==> config.mk <==
export PLATFORM = sky130hd
export DESIGN_NAME = eeeg_regs
export DESIGN_NICKNAME = d
export VERILOG_FILES = /design/src/hw/eeeg_pkg.sv /design/src/hw/eeeg_idle_timer.sv /design/src/hw/eeeg_regs.sv
export SDC_FILE = /design/constraint.sdc
export NUM_CORES = 1
export LEC_CHECK = 0
export BUFFER_PORTS_ARGS = -buffer_cell sky130_fd_sc_hd__buf_4
export CELL_PAD_IN_SITES_DETAIL_PLACEMENT = 1
export CELL_PAD_IN_SITES_GLOBAL_PLACEMENT = 2
export CORE_ASPECT_RATIO = 1.1
export CORE_MARGIN = 3
export CORE_UTILIZATION = 38
export DETAILED_ROUTE_END_ITERATION = 10
export PLACE_DENSITY = 0.91
export SLEW_MARGIN = 20
export SYNTH_ARGS = -nofsm -noshare
export SYNTH_HDL_FRONTEND = slang
export SYNTH_SLANG_ARGS = --single-unit
==> constraint.sdc <==
create_clock -name clk_sys -period 2.9 [get_ports clk_sys]
set_input_delay 0.87 -clock clk_sys [delete_from_list [all_inputs] [get_ports clk_sys]]
set_output_delay 0.87 -clock clk_sys [all_outputs]
set_load 0.02 [all_outputs]
==> src/hw/eeeg_pkg.sv <==
// eee global indirect register constants: byte addresses, offsets, resets, timing
// assumes a byte-wide register port on the switch system clock
package eeeg_pkg;

    // ----------------------------------------
    // direct byte registers
    // ----------------------------------------
    localparam logic [7:0] ADDR_IND_CTRL = 8'h6e;
    localparam logic [7:0] ADDR_IND_OFFSET = 8'h6f;
    localparam logic [7:0] ADDR_IND_DATA = 8'ha0;

    // ----------------------------------------
    // indirect control byte fields
    // ----------------------------------------
    localparam int TABLE_MSB = 7;
    localparam int TABLE_LSB = 5;
    localparam int SET_MSB = 3;
    localparam int SET_LSB = 0;
    localparam logic [2:0] TABLE_EEE = 3'h1;
    localparam logic [3:0] SET_GLOBAL = 4'h0;

    // ----------------------------------------
    // indirect offsets, even byte = bits 15:8
    // ----------------------------------------
    localparam logic [7:0] OFF_WAIT_HI = 8'h32;
    localparam logic [7:0] OFF_WAIT_LO = 8'h33;
    localparam logic [7:0] OFF_DIAG_HI = 8'h34;
    localparam logic [7:0] OFF_DIAG_LO = 8'h35;
    localparam logic [7:0] OFF_MINLPI_HI = 8'h36;
    localparam logic [7:0] OFF_MINLPI_LO = 8'h37;

    // ----------------------------------------
    // reset and fixed values
    // ----------------------------------------
    localparam logic [7:0] RST_IND_CTRL = 8'h00;
    localparam logic [7:0] RST_IND_OFFSET = 8'h00;
    localparam logic [15:0] RST_WAIT_TIME = 16'h0010;
    localparam logic [3:0] RST_NEXT_PAGE = 4'hf;
    localparam logic [7:0] DIAG_HI_FIXED = 8'h68;
    localparam logic [3:0] DIAG_LO_RSVD = 4'h0;
    localparam logic [15:0] MINLPI_FIXED = 16'h0000;
    localparam int NUM_PORTS = 4;

    // ----------------------------------------
    // timing
    // ----------------------------------------
    localparam int unsigned CLK_PERIOD_NS = 10;
    localparam int unsigned WAIT_UNIT_NS = 1300000;
    localparam int unsigned WAIT_UNIT_CYCLES = WAIT_UNIT_NS / CLK_PERIOD_NS;

endpackage

==> src/hw/eeeg_idle_timer.sv <==
// per-port empty queue timer raising the low-power-idle request
// assumes a shared wait-unit tick pulse from the register block
`timescale 1ns/1ps
module eeeg_idle_timer
(
    input wire logic clk_sys,
    input wire logic rst,
    input wire logic unit_tick,
    input wire logic eee_enable,
    input wire logic queue_empty,
    input wire logic [15:0] wait_time,
    output logic lpi_request
);

    logic [15:0] empty_units;

    // ----------------------------------------
    // empty time in wait units, saturating
    // ----------------------------------------
    always_ff @(posedge clk_sys)
    begin
        if (rst || !eee_enable || !queue_empty)
        begin
            empty_units <= 16'h0000;
        end
        else if (unit_tick && empty_units != 16'hffff)
        begin
            empty_units <= empty_units + 16'h0001;
        end
    end

    always_ff @(posedge clk_sys)
    begin
        if (rst || !eee_enable || !queue_empty)
        begin
            lpi_request <= 1'b0;
        end
        else
        begin
            lpi_request <= (empty_units > wait_time);
        end
    end
endmodule // eeeg_idle_timer

==> src/hw/eeeg_regs.sv <==
// eee global indirect registers with per-port idle timers
// assumes byte register strobes are one-cycle pulses on clk_sys
`timescale 1ns/1ps
module eeeg_regs
#(
    parameter int unsigned UNIT_CYCLES = eeeg_pkg::WAIT_UNIT_CYCLES
)
(
    input wire logic clk_sys,
    input wire logic rst,
    input wire logic [7:0] reg_addr,
    input wire logic reg_wr,
    input wire logic reg_rd,
    input wire logic [7:0] reg_wdata,
    output logic [7:0] reg_rdata,
    input wire logic fast_ethernet_mode_eee_en,
    input wire logic [3:0] transmit_queue_empty,
    output logic [3:0] lpi_request,
    output logic [3:0] next_page_enable
);

    logic [7:0] ind_ctrl;
    logic [7:0] ind_offset;
    logic [15:0] wait_time;
    logic [31:0] unit_count;
    logic unit_tick;
    logic global_sel;
    logic data_wr;

    // ----------------------------------------
    // indirect byte read mux
    // ----------------------------------------
    function automatic logic [7:0] global_byte(input logic [7:0] off, input logic [15:0] wt,
                                                input logic [3:0] np);
        logic [7:0] v;
        v = 8'h00;
        case (off)
            eeeg_pkg::OFF_WAIT_HI: v = wt[15:8];
            eeeg_pkg::OFF_WAIT_LO: v = wt[7:0];
            eeeg_pkg::OFF_DIAG_HI: v = eeeg_pkg::DIAG_HI_FIXED;
            eeeg_pkg::OFF_DIAG_LO: v = {eeeg_pkg::DIAG_LO_RSVD, np};
            eeeg_pkg::OFF_MINLPI_HI: v = eeeg_pkg::MINLPI_FIXED[15:8];
            eeeg_pkg::OFF_MINLPI_LO: v = eeeg_pkg::MINLPI_FIXED[7:0];
            default: v = 8'h00;
        endcase
        return v;
    endfunction

    assign global_sel = (ind_ctrl[eeeg_pkg::TABLE_MSB:eeeg_pkg::TABLE_LSB] == eeeg_pkg::TABLE_EEE) &&
                        (ind_ctrl[eeeg_pkg::SET_MSB:eeeg_pkg::SET_LSB] == eeeg_pkg::SET_GLOBAL);
    assign data_wr = reg_wr && reg_addr == eeeg_pkg::ADDR_IND_DATA && global_sel;

    // ----------------------------------------
    // indirect pointer registers
    // ----------------------------------------
    always_ff @(posedge clk_sys)
    begin
        if (rst)
        begin
            ind_ctrl <= eeeg_pkg::RST_IND_CTRL;
        end
        else if (reg_wr && reg_addr == eeeg_pkg::ADDR_IND_CTRL)
        begin
            ind_ctrl <= reg_wdata;
        end
    end

    always_ff @(posedge clk_sys)
    begin
        if (rst)
        begin
            ind_offset <= eeeg_pkg::RST_IND_OFFSET;
        end
        else if (reg_wr && reg_addr == eeeg_pkg::ADDR_IND_OFFSET)
        begin
            ind_offset <= reg_wdata;
        end
    end

    // ----------------------------------------
    // global eee registers
    // ----------------------------------------
    always_ff @(posedge clk_sys)
    begin
        if (rst)
        begin
            wait_time <= eeeg_pkg::RST_WAIT_TIME;
        end
        else if (data_wr && ind_offset == eeeg_pkg::OFF_WAIT_HI)
        begin
            wait_time[15:8] <= reg_wdata;
        end
        else if (data_wr && ind_offset == eeeg_pkg::OFF_WAIT_LO)
        begin
            wait_time[7:0] <= reg_wdata;
        end
    end

    always_ff @(posedge clk_sys)
    begin
        if (rst)
        begin
            next_page_enable <= eeeg_pkg::RST_NEXT_PAGE;
        end
        else if (data_wr && ind_offset == eeeg_pkg::OFF_DIAG_LO)
        begin
            next_page_enable <= reg_wdata[3:0];
        end
    end

    // ----------------------------------------
    // read data
    // ----------------------------------------
    always_ff @(posedge clk_sys)
    begin
        if (rst)
        begin
            reg_rdata <= 8'h00;
        end
        else if (reg_rd)
        begin
            case (reg_addr)
                eeeg_pkg::ADDR_IND_CTRL: reg_rdata <= ind_ctrl;
                eeeg_pkg::ADDR_IND_OFFSET: reg_rdata <= ind_offset;
                eeeg_pkg::ADDR_IND_DATA: reg_rdata <= global_sel ? global_byte(ind_offset, wait_time,
                                                                                 next_page_enable) : 8'h00;
                default: reg_rdata <= 8'h00;
            endcase
        end
    end

    // ----------------------------------------
    // wait unit prescaler
    // ----------------------------------------
    always_ff @(posedge clk_sys)
    begin
        if (rst || !fast_ethernet_mode_eee_en || unit_count == UNIT_CYCLES - 1)
        begin
            unit_count <= 32'h0000_0000;
        end
        else
        begin
            unit_count <= unit_count + 32'h0000_0001;
        end
    end

    assign unit_tick = fast_ethernet_mode_eee_en && (unit_count == UNIT_CYCLES - 1);

    // ----------------------------------------
    // per-port timers, one shared wait time
    // ----------------------------------------
    for (genvar p = 0; p < eeeg_pkg::NUM_PORTS; p++)
    begin : g_port
        eeeg_idle_timer u_timer
        (
            .clk_sys(clk_sys),
            .rst(rst),
            .unit_tick(unit_tick),
            .eee_enable(fast_ethernet_mode_eee_en),
            .queue_empty(transmit_queue_empty[p]),
            .wait_time(wait_time),
            .lpi_request(lpi_request[p])
        );
    end
endmodule // eeeg_regs

==> results of run 1 <==
[metrics by stage]
stage	setup WS [ns]	total power (µW)	area [µm²]	utilization
floorplan	0.306	2080	8330	-
global placement	0.198	2150	9010	0.420
detailed placement	0.133	2150	9010	0.420
CTS	0.114	4470	9620	0.449
global route	0.0250	4560	9620	0.449
finish	0.0894	4430	9620	0.449
[worst register-to-register path, stage by stage, from the launching register on]
cell	delay, ns
dfxtp_1	0.37
or4_4	0.55
or4_1	0.55
or4_1	0.69
or4_1	0.52
nand2_1	0.08
[layer usage]
metal  track usage  up-vias  routed length (µm)
met5             0        -                   0
met4        0.0712        0                 619
met3        0.0351       47                 784
met2         0.377      127               12200
met1         0.264     3810               11400
li1              -     3813                   -
[cell type report]
class	instances	share of cell area
multi-input cells	775	0.533
repair buffers	68	0.0531
clock buffers	19	0.0471
well taps	290	0.0377
inverters	33	0.0129
flip-flops and latches	144	0.300
clock inverters	12	0.0164
[cells in the mapped netlist, drive strengths merged (3+ instances only)]
cell type	instances
a21o	12
nor2b	13
and3	10
and2	10
nor3	18
mux2i	31
and4	14
o22ai	4
a22oi	3
o31ai	26
o211ai	13
mux2	6
nor4	15
xor2	5
a211oi	5
inv	33
o311ai	3
nor4b	3
nand2b	7
nand3	53
a211o	4
or3	15
ha	69
o41ai	5
clkbuf	38
or4	42
nand2	78
nand4	46
xnor2	30
a31oi	8
buf	9
nor2	91
nor4bb	3
o21ai	32
a21oi	83
dfxtp	144
[cell families (layout without fill, tap and decap cells)]
kind of cell / after synthesis / in the layout / share of synthesized area
DFF: 144 / 144 / 0.346
muxes: 37 / 37 / 0.0454
xor gates and xnor gates: 35 / 35 / 0.0368
AOI/OAI and AO/OA: 206 / 206 / 0.153
and+or+nand+nor: 428 / 428 / 0.277
adders and majority gates: 69 / 69 / 0.104
buffers and inverters: 80 / 132 / 0.0383
[sequential cells by signal, summed over array words and instances (netlist names)]
register,cells
wait_time,16
unit_count,32
g_port.u_timer.lpi_request,4
g_port.u_timer.empty_units,64
ind_offset,8
ind_ctrl,8
next_page_enable,4
reg_rdata,8
[how the worst max path moves through the flow]
stage | slack, ns | depth (start not counted) | endpoint | startpoint
after global routing | 0.02 | 5 | g_port[3].u_timer.empty_units[13]$_SDFFE_PP0P_ | unit_count[29]$_SDFF_PP0_
after floorplan | 0.31 | 6 | g_port[3].u_timer.empty_units[13]$_SDFFE_PP0P_ | unit_count[25]$_SDFF_PP0_
after detailed placement | 0.13 | 5 | g_port[3].u_timer.empty_units[15]$_SDFFE_PP0P_ | unit_count[26]$_SDFF_PP0_
after CTS | 0.11 | 5 | g_port[3].u_timer.empty_units[15]$_SDFFE_PP0P_ | unit_count[26]$_SDFF_PP0_
after global placement | 0.20 | 5 | g_port[3].u_timer.empty_units[15]$_SDFFE_PP0P_ | unit_count[26]$_SDFF_PP0_
final | 0.09 | 5 | g_port[3].u_timer.empty_units[15]$_SDFFE_PP0P_ | unit_count[26]$_SDFF_PP0_
[power breakdown]
part	leakage, µW	internal, µW	switching (µW)	total, µW
Sequential	0.00116	1980	3.49	1990
Combinational	0.00215	44.9	74.7	120
Clock	0.000292	1400	922	2320
Total	0.00361	3430	1000	4430
==> impl_metrics.py, run 1 <==
metrics = {
    "setup_path": {
        "rr_startpoint": "unit_count[26]$_SDFF_PP0_",
        "crit_buf_inv": 0,
        "crit_path_max_incr_delay_ns": 0.69,
        "worstPathCellList": "or4_4 > or4_1 > or4_1 > or4_1 > nand2_1",
        "reg2reg_slack_ns": 0.09,
        "crit_fanout": 10,
        "cp_top_family": "simple AND/OR/NAND/NOR gates",
        "path_common_cell": "or4_1",
        "worst-setup-path-type": "flip-flop to flip-flop",
        "required_ns": 3.28,
        "rr_endpoint": "g_port[3].u_timer.empty_units[15]$_SDFFE_PP0P_",
        "cp.arrival_ns": 3.19,
        "reg2regPathDepth": 5,
        "slowest_stage": "or4_1",
        "cp-end-kind": "flip-flop",
        "start_kind": "flip-flop",
    },
    "timing": {
        "fin_crit_ns": 2.81,
        "tightestPinTransition_ns": 0.739,
        "finalCritPeriodShare": 0.969,
        "grt_setup_unrepaired": "false",
        "slew_violations": 0,
        "whs_ns": 0.461,
        "setup_viol": 0,
        "slew-limit-headroom": 0.506,
        "timing.fmax_mhz": 356,
        "finalSetupTns_ns": 0,
        "finalHoldViolCount": 0,
        "clock_skew_ns": 0.0111,
    },
    "synth": {
        "netlist_instances": 999,
        "syn_nets": 1093,
        "async_reset_ff_frac": 0,
        "ys_ff_latch": 144,
        "synth_top_cell_by_area": "dfxtp_1",
        "syn_area_per_cell_um2": 8.34,
        "synth_area_um2": 8330,
        "ys_seq_area_frac": 0.346,
        "yosysWarnings": 0,
        "synth_edf_count": 0,
        "synth_top_area_share": 0.346,
        "synth_ff_type": "dfxtp_1",
        "yosysUniqueCellTypes": 54,
        "synthTopCellsByArea": "dfxtp_1 35%, ha_1 10%, a21oi_1 5.0%, nor2_1 4.1%, mux2i_1 3.7%",
    },
    "final_layout": {
        "drive_gt1_frac": 0.109,
        "regArea_um2": 2880,
        "nets": 1133,
        "diodes": 0,
        "final_common_cell": "dfxtp_1",
        "multi_input_area_um2": 5130,
        "syn_to_final_growth_pct": 15.5,
        "nFillCells": 2585,
        "final_cells": 1341,
        "final_cell_mix": "144 x dfxtp_1, 91 x nor2_1, 83 x a21oi_1",
    },
    "route": {
        "drt_iter0_markers": 408,
        "drc": 0,
        "drt-total-wl_um": 25000,
        "antenna_left": 0,
        "vias": 7797,
        "wire_per_inst_um": 18.6,
        "dr.pass1.iters": 4,
        "viasPerCell": 5.81,
    },
    "die": {
        "core_um2": 21400,
        "die_y_um": 161,
        "rows": 56,
        "initial_core_util": 0.388,
        "fp.dieW_um": 147,
        "design.die.area_um2": 23700,
        "ioPinCount": 41,
    },
    "power": {
        "vdd_drop_max_v": 0.000392,
        "p_leak_uw": 0.00361,
        "cellPowerDensity_nw_per_um2": 460,
    },
    "global_route": {
        "grt_pass1_wl_um": 41600,
        "grt_usage": 0.213,
        "grt_pass1_vias": 8030,
        "grt_max_degree": 32,
        "antenna_found_initial": 0,
        "overflow": 0,
    },
    "worst_hold_path": {
        "whs_endpoint": "ind_ctrl[4]$_SDFFE_PP0P_",
        "hp-class": "flip-flop to flip-flop",
        "hold_depth": 2,
        "hp-start": "ind_ctrl[4]$_SDFFE_PP0P_",
    },
    "clocking": {
        "holdBufCountCts": 0,
        "clk_latency_ns": 0.44,
        "htreeDepth": 4,
        "cts_buffers": 17,
        "cts_tree": "yes",
        "clk_pin_slew_ns": 0.06,
        "clock_sinks": 144,
        "cts_resized": 0,
        "clk_path_buf_depth": 2,
        "cts_root_buf": "clkbuf_16",
        "postCtsSetupBuffers": 0,
    },
    "placement": {
        "hpwl_um": 18400,
        "gp_congestion": 0.825,
        "port_buffers": 40,
        "place_inst": 1310,
    },
    "flow_run": {
        "cap_violations": 0,
    },
    "run_status": {
        "status": "finished clean",
    },
}
No activity file was read; power rests on OpenSTA's default activity.
==> run 2: changes to the inputs <==
Settings changed: MAX_ROUTING_LAYER set to met4.
==> impl_metrics.py, run 2 (same netlist as run 1, synthesis figures left out) <==
metrics = {
    "timing": {
        "slew-limit-headroom": 0.504,
        "slew_violations": 0,
        "fin_crit_ns": 2.81,
        "timing.fmax_mhz": 356,
        "tightestPinTransition_ns": 0.742,
        "grt_setup_unrepaired": "false",
        "worst_slack_ns": 0.0932,
        "setup_viol": 0,
        "clock_skew_ns": 0.0112,
        "whs_ns": 0.469,
        "finalSetupTns_ns": 0,
        "finalCritPeriodShare": 0.968,
        "finalHoldViolCount": 0,
    },
    "clocking": {
        "cts_resized": 0,
        "clk_latency_ns": 0.43,
        "htreeDepth": 4,
        "cts_buffers": 17,
        "clk_path_buf_depth": 2,
        "holdBufCountCts": 0,
        "cts_tree": "yes",
        "clk_pin_slew_ns": 0.06,
        "cts_root_buf": "clkbuf_16",
        "postCtsSetupBuffers": 0,
        "clock_sinks": 144,
    },
    "route": {
        "drc": 0,
        "wire_per_inst_um": 18.6,
        "dr.pass1.iters": 4,
        "viasPerCell": 5.81,
        "drt_iter0_markers": 380,
        "vias": 7792,
        "drt-total-wl_um": 25000,
        "antenna_left": 0,
    },
    "die": {
        "rows": 56,
        "core_um2": 21400,
        "fp.dieW_um": 147,
        "ioPinCount": 41,
        "die_y_um": 161,
        "design.die.area_um2": 23700,
        "initial_core_util": 0.388,
    },
    "final_layout": {
        "final_common_cell": "dfxtp_1",
        "top_register": "g_port.u_timer.empty_units",
        "reg.largest.list": "g_port.u_timer.empty_units: 64 flops, unit_count: 32 flops, wait_time: 16 flops",
        "syn_to_final_growth_pct": 15.5,
        "regArea_um2": 2880,
        "drive_gt1_frac": 0.109,
        "diodes": 0,
        "multi_input_area_um2": 5130,
        "nFillCells": 2585,
        "largest_register_ff_count": 64,
        "nets": 1133,
        "final_cell_mix": "144 x dfxtp_1, 91 x nor2_1, 83 x a21oi_1",
    },
    "power": {
        "power_uw": 4420,
        "pwr-share-seq": 0.449,
        "vdd_drop_max_v": 0.000385,
        "cellPowerDensity_nw_per_um2": 460,
        "p_sw_uw": 996,
        "p_leak_uw": 0.00361,
        "p_int_uw": 3430,
        "clockPowerShare": 0.524,
        "power_frac_comb": 0.027,
        "swShare": 0.225,
    },
    "global_route": {
        "grt_usage": 0.220,
        "use_met3": 0.0342,
        "grt-busiest-layer": "met2",
        "met2_usage": 0.377,
        "grt_pass1_vias": 8015,
        "grt_max_degree": 32,
        "grtUsageMet1": 0.265,
        "grt_pass1_wl_um": 41600,
        "overflow": 0,
        "antenna_found_initial": 0,
    },
    "placement": {
        "gp_congestion": 0.838,
        "port_buffers": 40,
        "hpwl_um": 18400,
        "dp_slack_ns": 0.133,
    },
    "setup_path": {
        "crit_fanout": 10,
        "rr_endpoint": "g_port[3].u_timer.empty_units[15]$_SDFFE_PP0P_",
        "worst-setup-path-type": "flip-flop to flip-flop",
        "cp.arrival_ns": 3.18,
        "crit_end": "g_port[3].u_timer.empty_units[15]$_SDFFE_PP0P_",
        "cp-end-kind": "flip-flop",
        "rr_startpoint": "unit_count[26]$_SDFF_PP0_",
        "reg2reg_slack_ns": 0.09,
        "required_ns": 3.27,
        "reg2regPathDepth": 5,
        "start_kind": "flip-flop",
        "cp-startpoint": "unit_count[26]$_SDFF_PP0_",
    },
    "flow_run": {
        "cap_violations": 0,
    },
    "run_status": {
        "status": "finished clean",
    },
    "worst_hold_path": {
        "hp-class": "flip-flop to flip-flop",
    },
}
==> run 2: worst min path at each step <==
| stage | start | endpoint | slack (ns) | cells past startpoint |
|---|---|---|---|---|
| after floorplan | unit_count[0]$_SDFF_PP0_ | unit_count[0]$_SDFF_PP0_ | 0.43 | 1 |
| after global placement | unit_count[0]$_SDFF_PP0_ | unit_count[0]$_SDFF_PP0_ | 0.44 | 1 |
| after detailed placement | unit_count[0]$_SDFF_PP0_ | unit_count[0]$_SDFF_PP0_ | 0.45 | 1 |
| after CTS | ind_ctrl[4]$_SDFFE_PP0P_ | ind_ctrl[4]$_SDFFE_PP0P_ | 0.46 | 2 |
| after global routing | ind_ctrl[4]$_SDFFE_PP0P_ | ind_ctrl[4]$_SDFFE_PP0P_ | 0.49 | 2 |
| final | ind_ctrl[4]$_SDFFE_PP0P_ | ind_ctrl[4]$_SDFFE_PP0P_ | 0.47 | 2 |
==> run 2: metal layers <==
metal,vias up,part of all wire
li1,3806,-
met1,3812,0.45
met2,126,0.49
met3,48,0.030
met4,0,0.024
met5,-,0
==> run 2: cell type report <==
cell class | instances | share of cell area
clock inverter | 12 | 0.0164
timing repair buffer | 68 | 0.0531
sequential | 144 | 0.300
tap | 290 | 0.0377
clock buffer | 19 | 0.0471
inverter | 33 | 0.0129
multi-input combinational | 775 | 0.533
==> run 2: power by group through the flow <==
stage          clock network (µW)  registers, µW  logic [µW]
2_1_floorplan                   0           2030        48.5
3_3_place_gp                    0           2030         119
3_5_place_dp                    0           2030         120
4_1_cts                      2370           1980         121
5_1_grt                      2440           1980         131
6_report                     2320           1990         120
==> run 2: through the flow <==
stage                util  instance area [µm²]  std cells
global placement    0.420                 9010       1310
global route        0.449                 9620       1341
finish              0.449                 9620       1341
CTS                 0.449                 9620       1341
floorplan               -                 8330        999
detailed placement  0.420                 9010       1310
==> run 2: critical path, stage by stage (launching register included) <==
cell,delay [ns]
dfxtp_1,0.37
or4_4,0.55
or4_1,0.53
or4_1,0.69
or4_1,0.53
nand2_1,0.08
